$ cat src/adc_refhit_pkg.sv
package adc_refhit_pkg;

    // --------------------------------------------------------------
    // register map (byte addresses)
    // --------------------------------------------------------------
    localparam logic [7:0] ref_config_addr = 8'h00;
    localparam logic [7:0] hit_low_addr = 8'h04;
    localparam logic [7:0] mode_ctrl_addr = 8'h08;
    localparam logic [7:0] irq_status_addr = 8'h0c;
    localparam logic [7:0] irq_mask_addr = 8'h10;

    // --------------------------------------------------------------
    // field layout and reset values
    // --------------------------------------------------------------
    localparam int full_bg_bit = 0;
    localparam int half_bg_bit = 1;
    localparam logic [15:0] ref_config_mask = 16'h0003;
    localparam logic [15:0] ref_config_reset = 16'h0000;
    localparam int hit_channels = 13;
    localparam logic [15:0] hit_mask_large = 16'h1eff;
    localparam logic [15:0] hit_mask_small = 16'h02ff;
    localparam logic [15:0] hit_reset = 16'h0000;
    localparam logic [1:0] mode_buffer_or_match = 2'h3;
    localparam logic [1:0] mode_reset = 2'h0;
    localparam int small_pkg_bit = 2;
    localparam logic [1:0] irq_reset = 2'h0;
    localparam int irq_hit_bit = 0;
    localparam int irq_ref_bit = 1;

    typedef enum logic [1:0] {
        htrans_idle = 2'h0,
        htrans_busy = 2'h1,
        htrans_nonseq = 2'h2,
        htrans_seq = 2'h3
    } htrans_t;

endpackage

$ cat src/adc_refhit.sv
`timescale 1ns/1ns
`default_nettype none
module adc_refhit
    import adc_refhit_pkg::*;
(
    // clock and reset
    input wire logic clk,
    input wire logic rst_b,
    // ahb-lite slave
    input wire logic hsel,
    input wire logic [7:0] haddr,
    input wire logic [1:0] htrans,
    input wire logic hwrite,
    input wire logic [2:0] hsize,
    input wire logic [31:0] hwdata,
    input wire logic hready,
    output logic [31:0] hrdata,
    output logic hreadyout,
    output logic hresp,
    // converter events, one bit per result channel
    input wire logic [hit_channels-1:0] buf_written,
    input wire logic [hit_channels-1:0] match,
    // analog controls
    output logic half_bandgap_enable,
    output logic full_bandgap_enable,
    output logic [1:0] compare_mode_field,
    // interrupt
    output logic irq
);
    logic wr_en;
    logic rd_en;
    logic [7:0] acc_addr;
    logic [15:0] ref_r;
    logic [15:0] ref_nxt;
    logic [2:0] mode_r;
    logic [2:0] mode_nxt;
    logic [1:0] irq_stat_r;
    logic [1:0] irq_stat_nxt;
    logic [1:0] irq_mask_r;
    logic [1:0] irq_mask_nxt;
    logic [31:0] rdata_r;
    logic [31:0] rdata_nxt;
    logic [15:0] hit_mask;
    logic [15:0] hit_word;
    logic [hit_channels-1:0] flags;
    logic [hit_channels-1:0] set_ev;
    logic hit_wr;
    logic ref_wr;
    logic small_pkg;

    // --------------------------------------------------------------
    // bus slave
    // --------------------------------------------------------------
    ahb_word_slave u_slave (
        .clk(clk),
        .rst_b(rst_b),
        .hsel(hsel),
        .haddr(haddr),
        .htrans(htrans),
        .hwrite(hwrite),
        .hready(hready),
        .wr_en(wr_en),
        .rd_en(rd_en),
        .addr(acc_addr)
    );

    assign hreadyout = 1'b1;
    assign hresp = 1'b0;
    assign hit_wr = wr_en & (acc_addr == hit_low_addr);
    assign ref_wr = wr_en & (acc_addr == ref_config_addr);
    assign small_pkg = mode_r[small_pkg_bit];
    assign hit_mask = small_pkg ? hit_mask_small : hit_mask_large;

    // --------------------------------------------------------------
    // compare hit flags
    // --------------------------------------------------------------
    genvar gi;
    generate
        for (gi = 0; gi < hit_channels; gi++)
        begin : g_hit
            hit_flag_cell u_cell (
                .clk(clk),
                .rst_b(rst_b),
                .present(hit_mask[gi]),
                .buffer_mode(mode_r[1:0] == mode_buffer_or_match),
                .buf_written(buf_written[gi]),
                .match(match[gi]),
                .sw_write(hit_wr),
                .sw_data(hwdata[gi]),
                .flag(flags[gi]),
                .set_event(set_ev[gi])
            );
        end
    endgenerate

    assign hit_word = {3'h0, flags} & hit_mask;

    // --------------------------------------------------------------
    // control registers
    // --------------------------------------------------------------
    always_comb
    begin
        ref_nxt = ref_r;
        mode_nxt = mode_r;
        irq_mask_nxt = irq_mask_r;
        irq_stat_nxt = irq_stat_r;
        if (ref_wr)
        begin
            ref_nxt = hwdata[15:0] & ref_config_mask;
        end
        if (wr_en && acc_addr == mode_ctrl_addr)
        begin
            mode_nxt = hwdata[2:0];
        end
        if (wr_en && acc_addr == irq_mask_addr)
        begin
            irq_mask_nxt = hwdata[1:0];
        end
        if (rd_en && acc_addr == irq_status_addr)
        begin
            irq_stat_nxt = 2'h0;
        end
        // set wins over read clear
        if (|set_ev)
        begin
            irq_stat_nxt[irq_hit_bit] = 1'b1;
        end
        if (ref_wr && ((hwdata[15:0] & ref_config_mask) != ref_r))
        begin
            irq_stat_nxt[irq_ref_bit] = 1'b1;
        end
    end

    // --------------------------------------------------------------
    // read data
    // --------------------------------------------------------------
    always_comb
    begin
        rdata_nxt = 32'h0000_0000;
        unique case (acc_addr)
            ref_config_addr: rdata_nxt = {16'h0000, ref_r & ref_config_mask};
            hit_low_addr: rdata_nxt = {16'h0000, hit_word};
            mode_ctrl_addr: rdata_nxt = {29'h0, mode_r};
            irq_status_addr: rdata_nxt = {30'h0, irq_stat_r};
            irq_mask_addr: rdata_nxt = {30'h0, irq_mask_r};
            default: rdata_nxt = 32'h0000_0000;
        endcase
    end

    always_ff @(posedge clk or negedge rst_b)
    begin
        if (!rst_b)
        begin
            ref_r <= ref_config_reset;
            mode_r <= {1'b0, mode_reset};
            irq_stat_r <= irq_reset;
            irq_mask_r <= irq_reset;
        end
        else
        begin
            ref_r <= ref_nxt;
            mode_r <= mode_nxt;
            irq_stat_r <= irq_stat_nxt;
            irq_mask_r <= irq_mask_nxt;
        end
    end

    assign rdata_r = rdata_nxt;
    assign hrdata = rdata_r;
    assign half_bandgap_enable = ref_r[half_bg_bit];
    assign full_bandgap_enable = ref_r[full_bg_bit];
    assign compare_mode_field = mode_r[1:0];
    assign irq = |(irq_stat_r & irq_mask_r);
endmodule
`default_nettype wire

$ cat src/hit_flag_cell.sv
`timescale 1ns/1ns
`default_nettype none
module hit_flag_cell
    import adc_refhit_pkg::*;
(
    // clock and reset
    input wire logic clk,
    input wire logic rst_b,
    // control
    input wire logic present,
    input wire logic buffer_mode,
    input wire logic buf_written,
    input wire logic match,
    input wire logic sw_write,
    input wire logic sw_data,
    // state
    output logic flag,
    output logic set_event
);
    logic flag_r;
    logic flag_nxt;
    logic set_now;

    always_comb
    begin
        if (buffer_mode)
        begin
            set_now = buf_written | match;
        end
        else
        begin
            set_now = match;
        end
        set_now = set_now & present;
        flag_nxt = flag_r;
        if (sw_write)
        begin
            flag_nxt = sw_data & present;
        end
        if (set_now)
        begin
            flag_nxt = 1'b1;
        end
    end

    always_ff @(posedge clk or negedge rst_b)
    begin
        if (!rst_b)
        begin
            flag_r <= 1'b0;
        end
        else
        begin
            flag_r <= flag_nxt;
        end
    end

    assign flag = flag_r;
    assign set_event = set_now & ~flag_r;
endmodule
`default_nettype wire

$ cat src/ahb_word_slave.sv
`timescale 1ns/1ns
`default_nettype none
module ahb_word_slave
    import adc_refhit_pkg::*;
(
    // clock and reset
    input wire logic clk,
    input wire logic rst_b,
    // ahb address phase
    input wire logic hsel,
    input wire logic [7:0] haddr,
    input wire logic [1:0] htrans,
    input wire logic hwrite,
    input wire logic hready,
    // decoded data phase
    output logic wr_en,
    output logic rd_en,
    output logic [7:0] addr
);
    logic wr_r;
    logic wr_nxt;
    logic rd_r;
    logic rd_nxt;
    logic [7:0] addr_r;
    logic [7:0] addr_nxt;
    logic take;

    always_comb
    begin
        take = hsel & hready & htrans[1];
        wr_nxt = take & hwrite;
        rd_nxt = take & ~hwrite;
        addr_nxt = take ? haddr : addr_r;
    end

    always_ff @(posedge clk or negedge rst_b)
    begin
        if (!rst_b)
        begin
            wr_r <= 1'b0;
            rd_r <= 1'b0;
            addr_r <= 8'h00;
        end
        else
        begin
            wr_r <= wr_nxt;
            rd_r <= rd_nxt;
            addr_r <= addr_nxt;
        end
    end

    assign wr_en = wr_r;
    assign rd_en = rd_r;
    assign addr = addr_r;
endmodule
`default_nettype wire

$ cat config.mk
export PLATFORM = sky130hd
export DESIGN_NAME = adc_refhit
export DESIGN_NICKNAME = d
export VERILOG_FILES = /design/src/adc_refhit_pkg.sv /design/src/adc_refhit.sv /design/src/hit_flag_cell.sv /design/src/ahb_word_slave.sv
export SDC_FILE = /design/constraint.sdc
export NUM_CORES = 1
export LEC_CHECK = 0
export BUFFER_PORTS_ARGS = -buffer_cell sky130_fd_sc_hd__buf_2
export CAP_MARGIN = 0
export CORE_ASPECT_RATIO = 0.7
export CORE_MARGIN = 1.5
export CORE_UTILIZATION = 33
export CTS_CLUSTER_DIAMETER = 40
export DETAILED_ROUTE_END_ITERATION = 7
export PLACE_DENSITY = 0.59
export SLEW_MARGIN = 20
export SYNTH_ARGS = -nofsm -noshare
export SYNTH_HDL_FRONTEND = slang
export SYNTH_HIERARCHICAL = 1
export SYNTH_SLANG_ARGS = --single-unit
$ cat constraint.sdc
create_clock -name clk -period 2.7 [get_ports clk]
set_input_delay 0.27 -clock clk [delete_from_list [all_inputs] [get_ports clk]]
set_output_delay 0.27 -clock clk [all_outputs]
set_load 0.01 [all_outputs]
# Yosys cells after proc, flatten, opt, wreduce, memory -nomap -nowiden

Index checks and enable logic that the tools add are counted.

Equality and inequality tests: 6
Mux-type cells: 44
Bitwise gates (word level): 74
Reduce and logical (&&, ||, !) cells: 22

Operator list:

| cell                                                | count |
|---|---|
| case mux 13 bit (5 select lines)                    | 1 |
| bitwise AND 1 bit                                   | 45 |
| two-way mux 1 bit                                   | 41 |
| nonzero test 2 bit                                  | 15 |
| equality test 8 x 4 -> 1 bit, second input constant | 2 |
| NOT 1 bit                                           | 14 |
| bitwise AND 13 bit                                  | 1 |
| two-way mux 13 bit                                  | 1 |
| OR 1 bit                                            | 13 |
| OR reduction 13 bit                                 | 1 |
| equality test 8 x 3 -> 1 bit, second input constant | 1 |
| equality test 8 x 5 -> 1 bit, second input constant | 1 |
| logical NOT 8 bit                                   | 1 |
| logical AND 1 bit                                   | 4 |
| bitwise AND 2 bit                                   | 1 |
| equality test 2 bit, second input constant          | 1 |
| two-way mux 2 bit                                   | 1 |
| != test 2 bit                                       | 1 |
| OR reduction 2 bit                                  | 1 |

Register bits: 32
Bits of input ports: 76
Word-level logic and storage cells: 167

# Longest topological paths before layout

Word-level depth: 6
Gate-level depth with buffers: 6

# Cells and area by module

The synthesis kept the hierarchy.

Modules (own cells, without submodules):

| module         | instances | cells an instance | area each (µm²) | seq. area each (µm²) |
|---|---|---|---|---|
| adc_refhit     | 1         | 90                | 862.1           | 225.2 |
| hit_flag_cell  | 13        | 7                 | 60.1            | 25.0 |
| ahb_word_slave | 1         | 22                | 369.1           | 250.2 |

# Worst setup path before layout

Ideal clock, no wire load.

Path kind: reg-to-reg
From: register u_slave.addr_r[1], in the netlist u_slave/addr[1]
To: register g_hit[0].u_cell.flag_r
Library setup time: 0.151 ns
Data arrival time: 1.793 ns
Required time: 2.549 ns
Slack: 0.756 ns
Stages on the path, launching flop included: 6
Buffers on the path: 1
Clock period less this slack: 1.944 ns
Cells stage by stage: dfrtp_1 -> nor4_4 -> and3b_1 -> buf_4 -> and2_1 -> o221ai_1

Longest elaborated chain between the ends: 3

Ends and longest elaborated chain:

| what                         | line                 | source |
|---|---|---|
| start, declared              | ahb_word_slave.sv:24 | `logic [7:0] addr_r;` |
| start signal, assigned       | ahb_word_slave.sv:48 | `addr_r <= addr_nxt;` |
| equality test 8 x 3 -> 1 bit | adc_refhit.sv:69     | `assign hit_wr = wr_en & (acc_addr == hit_low_addr);` |
| bitwise AND 1 bit            | adc_refhit.sv:69     |  |
| net hit_wr                   | adc_refhit.sv:47     | `logic hit_wr;` |
| nonzero test 2 bit (no line) | -                    |  |
| end signal, assigned         | hit_flag_cell.sv:54  | `flag_r <= flag_nxt;` |
| end, declared                | hit_flag_cell.sv:20  | `logic flag_r;` |

The timed path passes the listed nets, and every way through them passes these cells.
A chain may end at the register's enable or synchronous reset.

# Worst setup path after layout

From: register u_slave.addr_r[4], in the netlist u_slave/addr[4]
To: output hrdata[12]

Longest elaborated chain between the ends: 2
Elaborated cells between the ends (all ways): 6
Those cells by class: eq/ne (4); mux (1); reduce/logical (1)

Ends and longest elaborated chain:

| what                                                 | line              | source |
|---|---|---|
| equality test 8 x 5 -> 1 bit (tied with other cells) | adc_refhit.sv:140 | `unique case (acc_addr)` |
| case mux 13 bit (5 select lines) (*)                 | adc_refhit.sv:140 |  |
| end, declared                                        | adc_refhit.sv:17  | `output logic [31:0] hrdata,` |

Every way passes the cells marked *; elsewhere a longest branch is shown, timed or not.

==> summary.md <==
| Metric | Value |
|---|---|
| Status | `finished, final reports clean` |
| Max incr delay on CP | `0.48 ns` |
| Fraction of registers with async set/reset | `1.00` |
| Row count | `23` |
| DIE AREA | `between 6000 and 7000 sq um` |
| Yosys warns | `6` |
| First-pass GRT wire length | `roughly 7000 microns` |
| Cell Chain, Critical Path | `nor3b_1, and3b_1, and3_1, buf_2` |
| DR WL/cell | `between 10 and 15 microns` |
| CP max FO | `11` |
| Final wirelength | `4480 microns` |
| Synth Area per Inst | `9.91 sq um` |
| I/O Buffers | `between 60 and 70` |
| Critical Path Source | `u_slave/addr[4]` |
| Die Y | `68.3 microns` |
| Final HPWL DP | `3530 microns` |
| Worst hold path class | `in -> async` |
| Synth top cells by count | `dfrtp_1 (32), inv_1 (30), buf_4 (26), nand3_1 (16)` |
| GPL Wtd Cong | `roughly 0.76` |
| H-tree levels | `2` |
| Worst-Margin Slew | `between 0.8 and 0.9 ns` |
| Mapped Area | `2010 sq um` |
| Antenna diode count | `0` |
| Setup TNS | `0 ns` |
| Share of layout cells above drive strength 1 | `0.363` |
| Synth area leaders | `dfrtp_1 (40%), buf_4 (9.7%), o221ai_1 (6.5%)` |
| Sequential area share after synthesis | `0.398` |
| Layout net count | `370` |
| Congestion Overflow GR | `0` |
| Worst path top cell family by delay | `simple AND/OR/NAND/NOR gates` |
| Core area | `slightly below 6000 sq um` |
| Die width | `96.3 microns` |
| Sink Count | `32` |
| Post-synth EDFFs | `0` |
| Reg2reg setup slack | `0.61 ns` |
| Most common cell in the synthesized netlist | `dfrtp_1` |
| DR DRC count | `0` |
| Ports | `roughly 120` |
| Synth Flop Type | `dfrtp_1` |
| Post-DR vias/cell | `between 4 and 5` |
| Fmax | `about 0.45 GHz` |
| Clock-pin slew on the worst setup and hold paths | `roughly 0.070 ns` |
| Netlist cell types | `28` |
| DRT iter0 DRCs | `63` |
| Crit start category | `register` |
| Top cell type's share of synthesized area | `0.398` |
| Post-synthesis register bit count | `32` |
| Via count | `1680` |
| Largest net degree at the start of global routing | `33` |
| Worst IR drop on VDD | `about 0.00022 V` |
| DP Area | `2410 sq um` |
| Fin crit period | `2.22 ns` |
| Post-CTS Setup Repair Bufs | `0` |
| Clock Skews | `about 0.0045 ns` |
| Final hold vios | `0` |
| Number of hold buffers added after cts | `0` |
| Worst-case reg-to-reg path depth | `6` |
| Critical Path End | `hrdata[12]` |
| Crit end category | `output port` |
| First-pass detailed-route iteration total | `4` |
| Leakage | `1.34 nW` |
| CTS resizes | `0` |
| Setup violators final | `0` |
| CP Data Arrival Time | `1.95 ns` |
| Clock root cell | `clkbuf_8` |
| CTS tree | `done` |
| Initial core utilization | `0.346` |
| WS Path Type | `reg -> out` |
| Req. time, crit path | `approximately 2.4 ns` |
| Fin. max-slew vios | `0` |
| Cells after synthesis | `between 200 and 250` |
| RR Startpoint | `u_slave/addr[4]` |
| CP Buf/Inv Count | `1` |
| Unrepaired setup endpoints after global routing | `false` |
| Normalized max-slew margin | `0.402` |
| Worst r2r dst | `g_hit[1].u_cell/flag` |
| Total GRT Usage | `0.146` |
| Area growth syn-to-layout | `24.6%` |
| Post-route ant nets | `0` |
| Stages on the worst setup path | `4` |
| CTS Buffer Depth | `2` |
| Antenna violations before repair | `0` |
| Fin area | `between 2000 and 3000 sq um` |
| Final period util | `0.822` |
| Total CTS buffers | `5` |
| Vias in the first global route | `1520` |
| Biggest area consumer among synthesized cells | `dfrtp_1` |
| Max_cap viols | `0` |
| Clk_lat worst skew | `0.29 ns` |
| Pwr per Cell Area | `~460 nW/um^2` |
| Worst path slowest cell | `dfrtp_1` |
[cells by family (layout without fill, tap and decap cells)]
group,Yosys count,in the layout,share of synthesized area
simple gates,60,60,0.193
xor+xnor,2,2,0.00871
compound gates,32,32,0.139
buf+inv,56,108,0.153
other cells,2,42,0.00373
flops,32,32,0.398
mux,19,19,0.105
[worst reg2reg max path: stages, from the launching register on]
cell and delay (ns):
dfrtp_1 0.48, nor3b_1 0.38, and3b_1 0.48, and2_1 0.18, buf_4 0.28, nand3_1 0.13, o221ai_1 0.08
[placed cells by master, fill, tap and decap left out, drive strengths merged, types with 3 or more instances in the layout]
cell	instances
buf	70
conb	42
dfrtp	32
inv	30
nand3	17
mux2	17
nor3	16
o221ai	15
a21oi	13
and2	8
clkbuf	6
nor2	4
nand4	4
nor4	4
and3	3
[sequential cells by signal, summed over array words and instances (netlist names)]
signal,cells
irq_stat_r,2
g_hit.u_cell/flag,13
u_slave/wr_en,1
u_slave/rd_en,1
mode_r,3
ref_r,2
irq_mask_r,2
u_slave/addr,8
[worst min path at each step]
stage / slack [ns] / cells after the start / startpoint / end
5_1_grt: 0.09 / 1 / rst_b / u_slave/addr[6]
4_1_cts: 0.06 / 1 / rst_b / u_slave/addr[2]
6_report: 0.03 / 1 / rst_b / u_slave/addr[6]
3_3_place_gp: 0.38 / 1 / rst_b / u_slave/addr[2]
3_5_place_dp: 0.37 / 1 / rst_b / u_slave/addr[2]
2_1_floorplan: -0.03 / 0 / rst_b / g_hit[0].u_cell/flag
[final cells by class]
cell class,instances,area [sq um]
Inverter,30,113
Fill cell,599,3310
Clock buffer,6,82.6
Clock inverter,2,10.0
Multi-Input combinational cell,155,1050
Tap cell,75,93.8
Sequential cell,32,801
Timing Repair Buffer,70,353
[metal layers]
metal / vias to the layer above / global-route usage / part of all wire
met5: - / 0 / 0
met4: 0 / 0.0652 / 0.014
met3: 5 / 0.0311 / 0.057
met2: 54 / 0.221 / 0.45
met1: 780 / 0.202 / 0.47
li1: 841 / - / -
[where the power goes]
| part | switching [mW] | internal (mW) | total (mW) |
|---|---|---|---|
| Clock | 0.176 | 0.203 | 0.379 |
| Sequential | 0.0528 | 0.515 | 0.567 |
| Combinational | 0.108 | 0.0955 | 0.203 |
| Total | 0.336 | 0.813 | 1.15 |
[through the flow]
step           utilization  hold WS [ns]  setup WS, ns  total power [mW]  instances
6_report             0.431        0.0313         0.482              1.15        370
4_1_cts              0.431        0.0572         0.456              1.16        370
3_5_place_dp         0.415         0.369         0.595             0.780        362
5_1_grt              0.431        0.0879         0.322              1.22        370
2_1_floorplan            -       -0.0256         0.756             0.718        243
3_3_place_gp         0.415         0.376         0.641             0.775        362
Power figures use the tool's default switching activity.
